==> src/hw/pbr_pkg.sv <==
// package: constants, field layouts and carriers of the phy register file
package pbr_pkg;

   // ==========================================================
   // register map
   localparam int PBR_REG_COUNT = 16; // base plus paged window
   localparam int PBR_IDX_W = 4; // register index width
   localparam int PBR_IDX_LSB = 2; // word aligned: byte addr = 4 * index
   localparam int PBR_MAP_TOP = 6; // first address bit outside the map
   localparam logic [3:0] PBR_IDX_NODE = 4'h0; // node_identity
   localparam logic [3:0] PBR_IDX_RESET_GAP = 4'h1; // reset_and_gap_control
   localparam logic [3:0] PBR_IDX_PORT_CAP = 4'h2; // port_capability
   localparam logic [3:0] PBR_IDX_SPEED_CAP = 4'h3; // speed_delay_capability
   localparam logic [3:0] PBR_IDX_LINK_PWR = 4'h4; // link_power_control
   localparam logic [3:0] PBR_IDX_EVENT = 4'h5; // event_and_feature_control
   localparam logic [3:0] PBR_IDX_RSVD = 4'h6; // reserved_base
   localparam logic [3:0] PBR_IDX_PAGE = 4'h7; // page_and_port_select
   localparam int PBR_PAGED_BIT = 3; // index bit that selects paged window

   // ==========================================================
   // field layouts, bit 0 of the documented order is the msb
   typedef struct packed {
      logic [5:0] nodeAddress;
      logic root;
      logic cablePowerStatus;
   } pbr_reg_node_t;

   typedef struct packed {
      logic rootHoldoff;
      logic initiateLongReset;
      logic [5:0] gapCount;
   } pbr_reg_gap_t;

   typedef struct packed {
      logic [2:0] pageSelect;
      logic reserved;
      logic [3:0] portSelect;
   } pbr_reg_page_t;

   // ==========================================================
   // constant and reset values
   localparam logic [7:0] PBR_PORT_CAP_VAL = 8'he1; // 111b, rsvd, 0001b
   localparam logic [7:0] PBR_SPEED_CAP_VAL = 8'h40; // 010b, rsvd, 0000b
   localparam logic [5:0] PBR_GAP_RESET = 6'h3f; // gap count default
   localparam logic [2:0] PBR_PAGE_RSVD_LO = 3'h2; // first reserved page
   localparam logic [2:0] PBR_PAGE_RSVD_HI = 3'h6; // last reserved page

   // ==========================================================
   // timing
   localparam int PBR_CLK_MHZ = 25; // sys_clk rate
   localparam int PBR_LONG_RESET_US = 166; // long bus reset length
   localparam int PBR_LONG_RESET_CYCLES = PBR_LONG_RESET_US * PBR_CLK_MHZ;

   // ==========================================================
   // ahb-lite encodings
   localparam logic [2:0] PBR_HSIZE_WORD = 3'h2;
   localparam logic PBR_HRESP_OKAY = 1'h0;
   localparam int PBR_HTRANS_ACTIVE = 1; // htrans bit set for NONSEQ/SEQ

   // ==========================================================
   // carriers
   typedef struct packed {
      logic hsel;
      logic [31:0] haddr;
      logic [1:0] htrans;
      logic hwrite;
      logic [2:0] hsize;
      logic hready;
      logic [31:0] hwdata;
   } pbr_ahb_in_t;

   typedef struct packed {
      logic hreadyout;
      logic hresp;
      logic [31:0] hrdata;
   } pbr_ahb_out_t;

   typedef struct packed {
      logic busReset; // pulse: bus reset seen on the cable
      logic selfIdDone; // pulse: self-identification finished
      logic [5:0] selfIdAddress; // address found, valid with selfIdDone
      logic becameRoot; // pulse: tree identification made us root
      logic linkBusy; // level: receive or transmit in progress
      logic phyConfigRx; // pulse: PHY_CONFIG packet received
      logic phyConfigTx; // pulse: PHY_CONFIG packet sent
      logic [5:0] phyConfigGap; // gap value carried by the packet
   } pbr_phy_in_t;

   typedef struct packed {
      logic longResetActive; // level: drive long bus reset
      logic nodeAddressValid; // level: node address is valid
      logic statusXferReq; // pulse: unsolicited register 0 status
      logic [7:0] statusXferData; // register 0 image for that transfer
      logic rootHoldoff; // level: try to become root
      logic [5:0] gapCount; // arbitration gap timing value
      logic [2:0] pageSelect; // selected page
      logic [3:0] portSelect; // selected port
   } pbr_phy_out_t;

   typedef enum logic [1:0] {
      PBR_ST_IDLE = 2'h0,
      PBR_ST_WAIT = 2'h1,
      PBR_ST_DRIVE = 2'h2
   } pbr_state_t;

endpackage : pbr_pkg

==> src/hw/pbr_long_timer.sv <==
// module: one-shot down counter timing the long bus reset
`timescale 1ns/1ps
`default_nettype none
module pbr_long_timer #(
   parameter int CYCLES = 4150
) (
   // clock and reset
   input wire logic clk,
   input wire logic rst_n,
   // control
   input wire logic start,
   output logic done
);
   localparam int CW = $clog2(CYCLES + 1);
   localparam int LEAD = 3; // done leads: the caller reacts late

   // ==========================================================
   // state
   typedef struct packed {
      logic [CW-1:0] count; // cycles left to run
      logic done; // one-cycle end pulse
   } pbr_timer_t;

   pbr_timer_t s_r;
   pbr_timer_t s_nxt;

   if (CYCLES < LEAD) begin : gBadCycles
      $error("pbr_long_timer: CYCLES must be at least 3");
   end

   // load on start, count down, pulse done at LEAD
   always_comb begin
      s_nxt = s_r;
      s_nxt.done = 1'b0;
      if (start) begin
         s_nxt.count = CW'(CYCLES);
      end else if (s_r.count != '0) begin
         s_nxt.count = s_r.count - CW'(1);
         s_nxt.done = (s_r.count == CW'(LEAD));
      end
   end

   // register with asynchronous clear
   always_ff @(posedge clk or negedge rst_n) begin
      if (!rst_n) begin
         s_r <= '0;
      end else begin
         s_r <= s_nxt;
      end
   end

   assign done = s_r.done;
endmodule : pbr_long_timer
`default_nettype wire

==> src/hw/pbr_phy_regs.sv <==
// module: phy base register file behind an ahb-lite slave
//
// Design decision made here: the AHB-Lite interface to the registers.
`timescale 1ns/1ps
`default_nettype none
module pbr_phy_regs #(
   parameter int LONG_RESET_CYCLES = pbr_pkg::PBR_LONG_RESET_CYCLES
) (
   // clock and reset
   input wire logic sys_clk,
   input wire logic rst_n,
   // ahb-lite register slave
   input wire pbr_pkg::pbr_ahb_in_t ahbIn,
   output pbr_pkg::pbr_ahb_out_t ahbOut,
   // cable power pin, asynchronous
   input wire logic cablePowerStatus,
   // phy core events and controls
   input wire pbr_pkg::pbr_phy_in_t phyIn,
   output pbr_pkg::pbr_phy_out_t phyOut
);
   import pbr_pkg::*;

   // ==========================================================
   // elaboration checks
   // the timer raises done early and needs three counts
   if (LONG_RESET_CYCLES < 3) begin : gBadLongReset
      $error("pbr_phy_regs: LONG_RESET_CYCLES must be at least 3");
   end

   // ==========================================================
   // state of the block
   typedef struct packed {
      pbr_state_t state; // long reset sequencer
      logic [5:0] nodeAddress; // address from self-id
      logic root; // this node is root
      logic rootHoldoff; // writable, kept over bus reset
      logic initLongReset; // writable request for long reset
      logic [5:0] gapCount; // arbitration gap value
      logic gapStale; // one bus reset since last gap update
      logic [2:0] pageSelect; // page mapped onto 8h..Fh
      logic [3:0] portSelect; // port for paged port registers
      logic wrPend; // write data phase pending
      logic [3:0] wrIdx; // register index of that write
      logic timerStart; // one-cycle load of the timer
      pbr_ahb_out_t ahb; // registered bus answer
      pbr_phy_out_t phy; // registered pulses and levels to the phy core
   } pbr_core_t;

   localparam pbr_core_t CORE_RST = '{
      state: PBR_ST_IDLE,
      nodeAddress: 6'h00,
      root: 1'b0,
      rootHoldoff: 1'b0,
      initLongReset: 1'b0,
      gapCount: PBR_GAP_RESET,
      gapStale: 1'b0,
      pageSelect: 3'h0,
      portSelect: 4'h0,
      wrPend: 1'b0,
      wrIdx: 4'h0,
      timerStart: 1'b0,
      ahb: '{hreadyout: 1'b1, hresp: PBR_HRESP_OKAY, hrdata: 32'h0},
      phy: '{gapCount: PBR_GAP_RESET, default: '0}
   };

   pbr_core_t s_r; // current state
   pbr_core_t s_nxt; // next state
   logic rstSync_n; // reset, released through two flops
   logic cpsSync; // synchronised cable power level
   logic timerDone; // long reset has run its length

   // ==========================================================
   // functions
   // pack the register 0 image from the state
   // cable power comes from the synchroniser
   function automatic logic [7:0] nodeImage(input pbr_core_t c,
                                            input logic cable_power_status);
      pbr_reg_node_t r;
      r.nodeAddress = c.nodeAddress;
      r.root = c.root;
      r.cablePowerStatus = cable_power_status;
      return r;
   endfunction : nodeImage

   // word index of a byte address inside the map
   function automatic logic [3:0] addrIndex(input logic [31:0] a);
      return a[PBR_IDX_LSB +: PBR_IDX_W];
   endfunction : addrIndex

   // address falls inside the sixteen word map
   // else higher addresses would alias it
   function automatic logic addrMapped(input logic [31:0] a);
      return a[31:PBR_MAP_TOP] == '0;
   endfunction : addrMapped

   // read value of one register
   function automatic logic [7:0] regRead(input pbr_core_t c,
                                          input logic [3:0] idx,
                                          input logic cable_power_status);
      pbr_reg_gap_t g;
      pbr_reg_page_t p;
      logic [7:0] v;

      g.rootHoldoff = c.rootHoldoff;
      g.initiateLongReset = c.initLongReset;
      g.gapCount = c.gapCount;
      p.pageSelect = c.pageSelect;
      p.reserved = 1'b0;
      p.portSelect = c.portSelect;

      // anything not decoded reads zero
      v = 8'h00;
      if (idx[PBR_PAGED_BIT]) begin
         // paged window: reserved pages read zero, other pages hold
         // no fields in this block and read zero as well
         v = 8'h00;
      end else begin
         // base layout is the same on every page
         unique case (idx)
            PBR_IDX_NODE: v = nodeImage(c, cable_power_status);
            PBR_IDX_RESET_GAP: v = g;
            PBR_IDX_PORT_CAP: v = PBR_PORT_CAP_VAL;
            PBR_IDX_SPEED_CAP: v = PBR_SPEED_CAP_VAL;
            PBR_IDX_LINK_PWR: v = 8'h00; // fields outside this block
            PBR_IDX_EVENT: v = 8'h00; // fields outside this block
            PBR_IDX_RSVD: v = 8'h00;
            PBR_IDX_PAGE: v = p;
            default: v = 8'h00;
         endcase
      end
      return v;
   endfunction : regRead

   // ==========================================================
   // reset release and pin synchroniser
   // reset asserts at once, leaves on the clock
   pbr_sync #(.WIDTH(1)) uRstSync (
      .clk(sys_clk),
      .rst_n(rst_n),
      .d(1'b1),
      .q(rstSync_n)
   );

   // cable power pin sampled through two flops
   // a read lags the pin by two cycles
   pbr_sync #(.WIDTH(1)) uCpsSync (
      .clk(sys_clk),
      .rst_n(rstSync_n),
      .d(cablePowerStatus),
      .q(cpsSync)
   );

   // ==========================================================
   // long bus reset timer
   // done comes early since the sequencer
   // drops the drive one cycle after it
   pbr_long_timer #(.CYCLES(LONG_RESET_CYCLES)) uLongTimer (
      .clk(sys_clk),
      .rst_n(rstSync_n),
      .start(s_r.timerStart),
      .done(timerDone)
   );

   // ==========================================================
   // next state
   // precedence: write, packet, bus reset,
   // root, self-id, then the bus answer
   always_comb begin
      pbr_reg_gap_t wg;
      pbr_reg_page_t wp;
      logic gapTouch;
      logic [3:0] aIdx;

      wg = '0;
      wp = '0;
      gapTouch = 1'b0;
      aIdx = addrIndex(ahbIn.haddr);

      // hold all fields, pulses fall to zero
      s_nxt = s_r;
      s_nxt.timerStart = 1'b0;
      s_nxt.phy.statusXferReq = 1'b0;

      // data phase of a write: only writable fields change
      if (s_r.wrPend) begin
         unique case (s_r.wrIdx)
            PBR_IDX_RESET_GAP: begin
               wg = pbr_reg_gap_t'(ahbIn.hwdata[7:0]);
               s_nxt.rootHoldoff = wg.rootHoldoff;
               s_nxt.initLongReset = wg.initiateLongReset;
               s_nxt.gapCount = wg.gapCount;
               gapTouch = 1'b1;
            end
            PBR_IDX_PAGE: begin
               wp = pbr_reg_page_t'(ahbIn.hwdata[7:0]);
               s_nxt.pageSelect = wp.pageSelect;
               s_nxt.portSelect = wp.portSelect;
            end
            default: begin
               // read-only, reserved or paged: no effect
               s_nxt.wrIdx = s_r.wrIdx;
            end
         endcase
      end

      // gap count carried by a configuration packet either way
      if (phyIn.phyConfigRx || phyIn.phyConfigTx) begin
         s_nxt.gapCount = phyIn.phyConfigGap;
         gapTouch = 1'b1;
      end

      // any update restarts the count of bare bus resets
      // a same-cycle write or packet counts
      if (gapTouch) begin
         s_nxt.gapStale = 1'b0;
      end

      // bus reset: invalidate address, drop root and request
      // clears a request written this cycle
      if (phyIn.busReset) begin
         s_nxt.nodeAddress = s_r.nodeAddress;
         s_nxt.phy.nodeAddressValid = 1'b0;
         s_nxt.root = 1'b0;
         s_nxt.initLongReset = 1'b0;
         if (!gapTouch) begin
            // second bare reset in a row restores the default
            if (s_r.gapStale) begin
               s_nxt.gapCount = PBR_GAP_RESET;
            end
            s_nxt.gapStale = 1'b1;
         end
      end

      // tree identification chose this node; set beats clear
      if (phyIn.becameRoot) begin
         s_nxt.root = 1'b1;
      end

      // self-id done: latch address and send register 0 status
      // the image shows this cycle's root flag
      if (phyIn.selfIdDone) begin
         s_nxt.nodeAddress = phyIn.selfIdAddress;
         s_nxt.phy.nodeAddressValid = 1'b1;
         s_nxt.phy.statusXferReq = 1'b1;
         s_nxt.phy.statusXferData = nodeImage(s_nxt, cpsSync);
      end

      // long bus reset sequencer
      // waits out traffic, then drives
      unique case (s_r.state)
         PBR_ST_IDLE: begin
            // software asked for a long reset
            if (s_r.initLongReset) begin
               s_nxt.state = PBR_ST_WAIT;
            end
         end
         PBR_ST_WAIT: begin
            if (!s_r.initLongReset) begin
               // request withdrawn or cleared by a bus reset
               s_nxt.state = PBR_ST_IDLE;
            end else if (!phyIn.linkBusy) begin
               // traffic has finished, start driving the reset
               s_nxt.state = PBR_ST_DRIVE;
               s_nxt.timerStart = 1'b1;
               s_nxt.phy.longResetActive = 1'b1;
               s_nxt.initLongReset = 1'b0;
            end
         end
         PBR_ST_DRIVE: begin
            // hold the reset for its full length
            if (timerDone) begin
               s_nxt.state = PBR_ST_IDLE;
               s_nxt.phy.longResetActive = 1'b0;
            end
         end
         default: begin
            // unused code: recover quietly
            s_nxt.state = PBR_ST_IDLE;
            s_nxt.phy.longResetActive = 1'b0;
         end
      endcase

      // ahb-lite address phase: zero wait state, always OKAY
      // no transfer is ever stretched
      s_nxt.wrPend = 1'b0;
      s_nxt.ahb.hreadyout = 1'b1;
      s_nxt.ahb.hresp = PBR_HRESP_OKAY;
      if (ahbIn.hsel && ahbIn.htrans[PBR_HTRANS_ACTIVE] && ahbIn.hready)
      begin
         if (ahbIn.hwrite) begin
            // unmapped or narrow writes are dropped
            s_nxt.wrPend = addrMapped(ahbIn.haddr) &&
                           (ahbIn.hsize == PBR_HSIZE_WORD);
            s_nxt.wrIdx = aIdx;
         end else if (addrMapped(ahbIn.haddr)) begin
            // read sees the state after this cycle's updates
            s_nxt.ahb.hrdata = {24'h0, regRead(s_nxt, aIdx, cpsSync)};
         end else begin
            // outside the map reads zero
            s_nxt.ahb.hrdata = 32'h0;
         end
      end

      // mirror the steering fields to the phy core
      // the core sees a write after its data phase
      s_nxt.phy.rootHoldoff = s_nxt.rootHoldoff;
      s_nxt.phy.gapCount = s_nxt.gapCount;
      s_nxt.phy.pageSelect = s_nxt.pageSelect;
      s_nxt.phy.portSelect = s_nxt.portSelect;
   end

   // ==========================================================
   // state register
   // all fields leave reset on one edge
   always_ff @(posedge sys_clk or negedge rstSync_n) begin
      if (!rstSync_n) begin
         s_r <= CORE_RST;
      end else begin
         s_r <= s_nxt;
      end
   end

   // ==========================================================
   // outputs, straight from the state register
   assign ahbOut = s_r.ahb;
   // no combinational path reaches a port
   assign phyOut = s_r.phy;
endmodule : pbr_phy_regs
`default_nettype wire

==> src/hw/pbr_sync.sv <==
// module: two flip-flop synchroniser for levels entering sys_clk
`timescale 1ns/1ps
`default_nettype none
module pbr_sync #(
   parameter int WIDTH = 1
) (
   // clock and reset
   input wire logic clk,
   input wire logic rst_n,
   // level in and out
   input wire logic [WIDTH-1:0] d,
   output logic [WIDTH-1:0] q
);
   // ==========================================================
   // state
   typedef struct packed {
      logic [WIDTH-1:0] meta; // first stage, read only by second
      logic [WIDTH-1:0] stable; // second stage
   } pbr_sync_t;

   pbr_sync_t s_r;
   pbr_sync_t s_nxt;

   if (WIDTH < 1) begin : gBadWidth
      $error("pbr_sync: WIDTH must be at least 1");
   end

   // shift one stage per clock
   always_comb begin
      s_nxt = s_r;
      s_nxt.meta = d;
      s_nxt.stable = s_r.meta;
   end

   // register with asynchronous clear
   always_ff @(posedge clk or negedge rst_n) begin
      if (!rst_n) begin
         s_r <= '0;
      end else begin
         s_r <= s_nxt;
      end
   end

   assign q = s_r.stable;
endmodule : pbr_sync
`default_nettype wire

==> config.mk <==
export PLATFORM = sky130hd
export DESIGN_NAME = pbr_phy_regs
export DESIGN_NICKNAME = d
export VERILOG_FILES = /design/src/hw/pbr_pkg.sv /design/src/hw/pbr_long_timer.sv /design/src/hw/pbr_phy_regs.sv /design/src/hw/pbr_sync.sv
export SDC_FILE = /design/constraint.sdc
export NUM_CORES = 1
export LEC_CHECK = 0
export BUFFER_PORTS_ARGS = -buffer_cell sky130_fd_sc_hd__buf_2
export CAP_MARGIN = 10
export CORE_MARGIN = 2
export CORE_UTILIZATION = 25
export CTS_CLUSTER_SIZE = 20
export DETAILED_ROUTE_END_ITERATION = 7
export PLACE_DENSITY = 0.58
export SLEW_MARGIN = 25
export SYNTH_ARGS = -nofsm -noshare
export SYNTH_HDL_FRONTEND = slang
export SYNTH_HIERARCHICAL = 1
export SYNTH_SLANG_ARGS = --single-unit
==> constraint.sdc <==
create_clock -name sys_clk -period 2.1 [get_ports sys_clk]
set_input_delay 0.42 -clock sys_clk [delete_from_list [all_inputs] [get_ports sys_clk]]
set_output_delay 0.42 -clock sys_clk [all_outputs]
set_load 0.05 [all_outputs]
==> reports/results.tsv, run 1 <==
stage	metric	value	unit
status	run_status	completed	
drt	drt_iter0_drc	128	
hold_path	min_from	cablePowerStatus	
critical_path	critical_path_depth	6	
sta	setup_viol	0	
logic_synthesis	ys_top_cells_by_area	dfrtp_1, buf_4, dfstp_2, o21ai_1, mux2_1	
critical_path	cp-startpoint	uLongTimer/s_r[2]	
logic_synthesis	synth_common_cells	dfrtp_1, buf_4, nand2_1, o21ai_1	
die	die_w	127	um
drt	wl_per_cell	14.8	um
logic_synthesis	ys.warnings.count	6	
sta	finalHoldViolCount	0	
finish	drive_gt1_share	30.7	%
sta	fin_skew	0.00626	ns
die	die_area	16000	um^2
finish	antennaDiodeCount	0	
sta	maxSlewHeadroom	64.5	%
critical_path	path_delay_family	simple AND/OR/NAND/NOR gates	
logic_synthesis	ys_seq_area_share	45.4	%
sta	fin_crit_sh	90.0	%
logic_synthesis	synthArstFlopShare	100	%
critical_path	critPathBufInv	1	
drt	vias_per_cell	4.68	
critical_path	cpPeakStageDelay	0.51	ns
placed_design	dpl_cell_area	4160	um^2
logic_synthesis	synth_area	3760	um^2
clock_tree	htreeDepth	3	
sta	clock.fmax	529	MHz
clock_tree	root_buffer	clkbuf_16	
sta	finalSetupTns	0	ns
finish	nets	556	
clock_tree	cts_max_path_buffers	2	
logic_synthesis	synth_edf_count	0	
sta	worst_pin_slew	0.532	ns
grt	antenna_found_initial	0	
die	core_area	14600	um^2
clock_tree	clkSinkCount	68	
critical_path	required	2.29	ns
drt	vias	3041	
logic_synthesis	synth_largest_area_cell	dfrtp_1	
clock_tree	tritoncts.num_buffers	9	
logic_synthesis	syn_avg_cell_area	9.65	um^2
critical_path	cp_max_fo	6	
logic_synthesis	synth_ff_type	dfrtp_1	
logic_synthesis	yosysMostFrequentCell	dfrtp_1	
clock_tree	post-cts-setup-buffers	0	
critical_path	ff2ff_path_depth	6	
grt	grt_pass1_wl	15000	um
sta	rsz0062_at_grt	no	
finish	design_area	4470	um^2
clock_tree	clk_pin_slew	0.06	ns
critical_path	r2r-start	uLongTimer/s_r[2]	
critical_path	crit_chain	inv_1 > ha_1 > or3b_1 > a2111oi_4 > xnor2_1 > nor2_1	
hold_path	min_path_cells	1	
critical_path	start_kind	flip-flop	
finish	regArea	1710	um^2
drt	wl	9640	um
die	ios	152	
sta	slew_violations	0	
finish	syn_to_final_growth	18.9	%
drt	drc_errors	0	
logic_synthesis	synth_cell_types	58	
hold_path	holdCritPathClass	in -> reg	
finish	multi_input_area	1570	um^2
grt	track_usage	12.0	%
placed_design	dp_hpwl	7410	um
placed_design	place.gp.congestion	0.835	
die	num_rows	44	
critical_path	crit_slowest_cell	or3b_1	
critical_path	cp.arrival	2.08	ns
logic_synthesis	yosysTopAreaCellShare	41.2	%
logic_synthesis	syn-instance-count	390	
power	p_leak	2.01	nW
finish	fill_cells	1542	
die	die_y	127	um
power	fin_total_pwr	3.79	mW
sta	period_minus_slack	1.89	ns
power	powerDensity	847	nW/um^2
logic_synthesis	ys_ff_latch	68	
placed_design	io_buffer_count	98	
job	cap_violations	0	
critical_path	crit_path_end_kind	flip-flop	
grt	grt-ovfl-total	0	
die	initial_utilization	25.7	%
drt	ant_nets	0	
grt	grt_pass1_vias	2895	
drt	drtPass1Iterations	4	
clock_tree	tritoncts	built	
power	vdd_drop_max	321	uV
grt	grt_max_degree	67	
critical_path	crit_type	reg -> reg	
clock_tree	clock_latency	0.33	ns
## flip-flops by register name (all words and copies together) (netlist names)
| name | count |
|---|---|
| uCpsSync/s_nxt | 1 |
| uLongTimer/done | 1 |
| uRstSync/s_nxt | 1 |
| ahbOut | 8 |
| uRstSync/q | 1 |
| uCpsSync/q | 1 |
| uLongTimer/s_r | 13 |
| phyOut | 25 |
| s_r | 17 |
## worst register-to-register path: stages (launching register included)
cell and delay [ns]:
dfrtp_1 0.40, inv_1 0.09, ha_1 0.21, or3b_1 0.51, a2111oi_4 0.33, xnor2_1 0.15, nor2_1 0.06
## area by class of cell
class | count | area share (%)
clock inverter | 6 | 1.43
multi-input combinational | 252 | 35.0
inverter | 19 | 1.59
sequential | 68 | 38.2
timing repair buffer | 111 | 13.5
tap | 184 | 5.15
clock buffer | 10 | 5.12
## worst paths after layout
kind	to	slack, ns
setup reg to reg	uLongTimer/s_r[11]	0.21
hold reg to reg	uLongTimer/s_r[9]	0.28
hold / removal	uCpsSync/s_nxt[0]	0.19
min in group asynchronous	uLongTimer/s_r[9]	0.28
setup / recovery	uLongTimer/s_r[11]	0.21
max in group asynchronous	phyOut[11]	1.49
## per-stage QoR
stage	hold WS, ns	setup WS (ns)	cells	util [%]
after CTS	0.182	0.0394	650	30.5
after global placement	0.207	0.116	633	28.4
after global routing	0.181	0.0872	650	30.5
after detailed placement	0.208	0.0530	633	28.4
after floorplan	0.124	0.0767	415	-
final	0.192	0.211	650	30.5
## layer usage
metal | GRT usage, % | routed length (um) | vias up
li1 | - | - | 1455
met1 | 14.6 | 4010 | 1448
met2 | 20.1 | 4680 | 125
met3 | 4.01 | 802 | 13
met4 | 3.88 | 141 | 0
met5 | 0 | 0 | -
## kinds of logic (layout without fill, tap and decap cells)
logic type,after synthesis,in the layout,share of synthesized area [%]
xor gates and xnor gates,3,3,0.698
other,2,27,0.200
AOI/OAI and AO/OA,95,95,16.5
adders and majority gates,2,2,0.665
DFF,68,68,45.4
buffers and inverters,95,146,15.8
and+or+nand+nor,109,109,16.0
muxes,16,16,4.69
## power breakdown
| group | internal (mW) | switching, mW |
|---|---|---|
| sequential | 1.46 | 0.143 |
| combinational | 0.235 | 0.465 |
| clock | 0.918 | 0.572 |
## what timing repair did
item                       4_1_cts  5_1_grt
resized for setup                0        2
hold endpoints to repair         2        0
setup endpoints to repair        0        3
hold buffers                     1        0
## layout by cell type, fill, tap and decap left out, types with 3 or more instances in the layout
cell type and n:
o31ai_1 3, buf_4 11, buf_2 98, or2_1 3
a31oi_1 7, inv_1 19, nor2b_1 4, nor4_1 17
o21ai_0 11, o21ai_1 28, mux2i_1 3, nor2_1 19
nand3_1 7, conb_1 27, dfstp_2 6, clkbuf_16 9
xnor2_1 3, a211oi_1 5, a21oi_1 13, nand2_1 30
a21o_1 4, mux2_1 11, o211ai_1 5, and3_1 3
dfrtp_1 61, a32oi_1 7
Power figures use the tool's default switching activity.
==> inputs of run 2 (changes only) <==
Settings changed: PLACE_DENSITY 0.58 to 0.56.
Clock period 2.1 ns to 2.3 ns, I/O delays scaled along.
==> reports/results.tsv, run 2 (synthesis gave the netlist of run 1 again) <==
stage	metric	value	unit
sta	worst_pin_slew	0.615	ns
drt	wl_per_cell	14.9	um
sta	finalHoldViolCount	0	
die	core_area	14600	um^2
grt	met3_usage	4.34	%
placed_design	io_buffer_count	98	
sta	layout_setup_ws	0.215	ns
sta	clock.fmax	480	MHz
finish	nets	552	
critical_path	r2r-start	uLongTimer/s_r[2]	
die	die_area	16000	um^2
power	vdd_drop_max	312	uV
finish	multi_input_area	1550	um^2
clock_tree	clock_latency	0.33	ns
finish	largest_reg_flops	25	
grt	use_met1	15.2	%
finish	fin_util	30.7	%
finish	layout_common_cells	buf_2, dfrtp_1, nand2_1	
critical_path	crit_type	reg -> reg	
placed_design	place_ws	0.205	ns
sta	fin_crit_sh	90.7	%
finish	drive_gt1_share	30.1	%
clock_tree	htreeDepth	3	
die	ios	152	
grt	track_usage	12.4	%
drt	vias	3013	
clock_tree	root_buffer	clkbuf_16	
hold_path	holdCritPathClass	reg -> async	
grt	grt_pass1_vias	2982	
drt	drt_iter0_drc	196	
critical_path	cp_max_fo	8	
critical_path	start_kind	flip-flop	
clock_tree	cts_resized	0	
critical_path	rr_endpoint	uLongTimer/s_r[12]	
sta	slew_violations	0	
sta	maxSlewHeadroom	58.9	%
sta	finalSetupTns	0	ns
finish	syn_to_final_growth	19.5	%
finish	fill_cells	1545	
die	num_rows	44	
critical_path	required	2.51	ns
drt	drtPass1Iterations	4	
sta	fin_skew	0.00695	ns
sta	setup_viol	0	
sta	rsz0062_at_grt	no	
power	p_leak	2.02	nW
status	run_status	completed	
placed_design	dp_hpwl	7530	um
die	die_w	127	um
critical_path	ff2ff_path_depth	6	
sta	period_minus_slack	2.09	ns
clock_tree	tritoncts	built	
placed_design	place.gp.congestion	0.792	
clock_tree	cts_max_path_buffers	2	
finish	regArea	1710	um^2
finish	final_common_cell	buf_2	
grt	grt_pass1_wl	15500	um
drt	vias_per_cell	4.66	
grt	antenna_found_initial	0	
clock_tree	clkSinkCount	68	
drt	wl	9620	um
grt	grt_max_degree	47	
clock_tree	clk_pin_slew	0.06	ns
die	die_y	127	um
finish	antennaDiodeCount	0	
critical_path	crit_path_end_kind	flip-flop	
clock_tree	tritoncts.num_buffers	9	
grt	grt-ovfl-total	0	
job	cap_violations	0	
critical_path	cp.arrival	2.30	ns
grt	grt.busiest_layer	met2	
die	initial_utilization	25.7	%
critical_path	regToRegSetupSlack	0.21	ns
grt	gr-usage-met2	20.3	%
drt	drc_errors	0	
power	powerDensity	825	nW/um^2
drt	ant_nets	0	
==> run 2: worst max-delay path, stage by stage (launching register included) <==
cell and delay, ns:
dfrtp_1 0.41, inv_1 0.09, ha_1 0.22, nor3b_1 0.41
nand4_2 0.30, nand4_1 0.21, mux2_2 0.34
==> run 2: layout make-up <==
| cell class | instances | share of cell area (%) |
|---|---|---|
| Sequential cell | 68 | 38.0 |
| Multi-Input combinational cell | 252 | 34.5 |
| Timing Repair Buffer | 107 | 12.7 |
| Clock buffer | 11 | 5.62 |
| Tap cell | 184 | 5.12 |
| Clock inverter | 5 | 2.37 |
| Inverter | 19 | 1.59 |
==> run 2: report_power, final <==
part / switching (mW) / internal [mW]
combinational: 0.410 / 0.204
sequential: 0.135 / 1.33
clock: 0.509 / 1.12
==> run 2: worst max-delay path by stage <==
stage                      startpoint                  to  slack [ns]  cells past startpoint
floorplan                  uRstSync/q           ahbOut[0]        0.28                      0
global placement    uLongTimer/s_r[1]  uLongTimer/s_r[12]        0.30                      6
detailed placement  uLongTimer/s_r[1]  uLongTimer/s_r[12]        0.20                      6
CTS                 uLongTimer/s_r[1]  uLongTimer/s_r[12]        0.18                      6
global route        uLongTimer/s_r[1]  uLongTimer/s_r[12]        0.04                      6
finish              uLongTimer/s_r[2]  uLongTimer/s_r[12]        0.21                      6
==> run 2: routing by layer <==
| metal | vias to the layer above | wire length (um) |
|---|---|---|
| li1 | 1456 | - |
| met4 | 0 | 137 |
| met1 | 1437 | 4090 |
| met2 | 111 | 4710 |
| met3 | 9 | 685 |
| met5 | - | 0 |
==> run 2: timing repair <==
item                                   4_1_cts  5_1_grt
endpoints found under the hold margin        2        0
setup buffers                                0        0
hold buffers                                 1        0
==> run 2: per-stage QoR <==
step / area, um^2 / hold WS, ns / total power, mW / instances
after floorplan: 3860 / 0.164 / 1.98 / 415
after global placement: 4130 / 0.246 / 2.07 / 629
after detailed placement: 4130 / 0.246 / 2.10 / 629
after CTS: 4500 / 0.222 / 3.76 / 646
after global routing: 4500 / 0.226 / 3.89 / 646
final: 4500 / 0.227 / 3.71 / 646
==> inputs of run 3 (changes only) <==
Settings changed: CTS_BUF_LIST set to sky130_fd_sc_hd__clkbuf_8, SETUP_SLACK_MARGIN set to 0.1.
Clock period 2.3 ns to 2.25 ns, I/O delays scaled along.
==> reports/results.tsv, run 3 (synthesis gave the netlist of run 1 again) <==
stage	metric	value	unit
sta	worst_pin_slew	0.620	ns
sta	rsz0062_at_grt	no	
die	die_area	16000	um^2
sta	setup_viol	0	
sta	fin_crit_sh	85.3	%
clock_tree	cts_max_path_buffers	2	
sta	fin_skew	0.0131	ns
grt	antenna_found_initial	0	
finish	final_common_cell	buf_2	
finish	fill_cells	1544	
clock_tree	tritoncts.num_buffers	9	
sta	finalHoldViolCount	0	
placed_design	place.gp.congestion	0.788	
power	powerDensity	696	nW/um^2
power	vdd_drop_max	209	uV
critical_path	r2r-start	uLongTimer/s_r[1]	
status	run_status	completed	
clock_tree	clkSinkCount	68	
grt	grt_pass1_vias	2996	
grt	gr-usage-met2	20.2	%
power	p_leak	1.93	nW
sta	holdWs	0.204	ns
drt	ant_nets	0	
clock_tree	clk_pin_slew	0.07	ns
sta	finalSetupTns	0	ns
finish	antennaDiodeCount	0	
drt	vias_per_cell	4.69	
hold_path	holdCritPathClass	in -> reg	
drt	drt_iter0_drc	186	
critical_path	cp-startpoint	uLongTimer/s_r[1]	
hold_path	min_from	cablePowerStatus	
critical_path	start_kind	flip-flop	
finish	drive_gt1_share	30.4	%
die	die_w	127	um
grt	met3_usage	3.58	%
grt	grt_max_degree	48	
grt	track_usage	12.2	%
job	cap_violations	0	
die	ios	152	
sta	period_minus_slack	1.92	ns
finish	nets	552	
placed_design	dp_cells	629	
power	fin_total_pwr	3.00	mW
die	num_rows	44	
critical_path	cp_max_fo	8	
drt	wl_per_cell	15.0	um
die	die_y	127	um
drt	vias	3022	
finish	design_area	4310	um^2
critical_path	path_delay_family	simple AND/OR/NAND/NOR gates	
clock_tree	tritoncts	built	
critical_path	critPathBufInv	1	
critical_path	cpPeakStageDelay	0.43	ns
drt	drtPass1Iterations	4	
critical_path	crit_type	reg -> reg	
critical_path	crit_path_end_kind	flip-flop	
critical_path	cp.arrival	2.16	ns
drt	drc_errors	0	
grt	grt_pass1_wl	15400	um
critical_path	crit_chain	inv_1 > ha_1 > nor3b_2 > nand4_2 > nand4_1 > mux2_2	
placed_design	io_buffer_count	98	
grt	use_met1	15.4	%
die	initial_utilization	25.7	%
sta	slew_violations	0	
placed_design	dpl_cell_area	4130	um^2
finish	layout_common_cells	buf_2, dfrtp_1, nand2_1	
die	core_area	14600	um^2
finish	syn_to_final_growth	14.7	%
critical_path	crit_slowest_cell	dfrtp_1	
drt	wl	9670	um
clock_tree	htreeDepth	3	
grt	grt-ovfl-total	0	
finish	stdcell_count	645	
sta	maxSlewHeadroom	58.6	%
critical_path	required	2.49	ns
clock_tree	root_buffer	clkbuf_8	
placed_design	dp_hpwl	7490	um
grt	grt.busiest_layer	met2	
finish	largest_reg_flops	25	
sta	clock.fmax	521	MHz
clock_tree	clock_latency	0.35	ns
## run 3: cell count changes in the layout (fill, tap and decap cells not counted), sizes merged
cell	before	now
bufinv	3	0
clkbuf	11	9
clkinv	0	4
clkinvlp	1	2
inv	20	19
## run 3: worst reg2reg max path: stages (launching register included)
cell     delay, ns
dfrtp_1       0.43
inv_1         0.08
ha_1          0.22
nor3b_2       0.26
nand4_2       0.27
nand4_1       0.21
mux2_2        0.34
## run 3: power by group
part | internal (mW) | total [mW] | switching [mW]
Clock | 0.392 | 0.865 | 0.473
Sequential | 1.36 | 1.51 | 0.153
Combinational | 0.209 | 0.626 | 0.417
## run 3: worst paths after layout
path	to	slack, ns	depth (start not counted)
setup / recovery	uLongTimer/s_r[12]	0.33	6
hold / removal	uCpsSync/s_nxt[0]	0.20	1
setup reg to reg	uLongTimer/s_r[12]	0.33	6
hold reg to reg	phyOut[13]	0.21	0
max in group asynchronous	phyOut[11]	1.36	1
min in group asynchronous	phyOut[13]	0.21	0
## run 3: repair_timing
action,in CTS,in global routing
endpoints found under the hold margin,2,0
resized for setup,0,2
buffers inserted,0,0
hold buffers,1,0
endpoints found under the setup margin,0,3
## run 3: per-stage QoR
stage               util, %  worst slack, ns
floorplan                 -            0.227
global placement       28.2            0.253
detailed placement     28.2            0.230
CTS                    29.4            0.208
global route           29.5            0.180
finish                 29.5            0.330
## run 3: metal layers
metal  routed length (um)  share of wire [%]
met3                  668                6.9
met4                  142                1.5
met2                 4730                 49
met5                    0                  0
met1                 4130                 43
## run 3: layout make-up
type                            count  area (um^2)  area share [%]
Multi-Input combinational cell    252         1560            36.2
Clock buffer                        9          124            2.87
Tap cell                          184          230            5.34
Clock inverter                      6         42.5           0.986
Inverter                           19         71.3            1.65
Sequential cell                    68         1710            39.6
Timing Repair Buffer              107          573            13.3
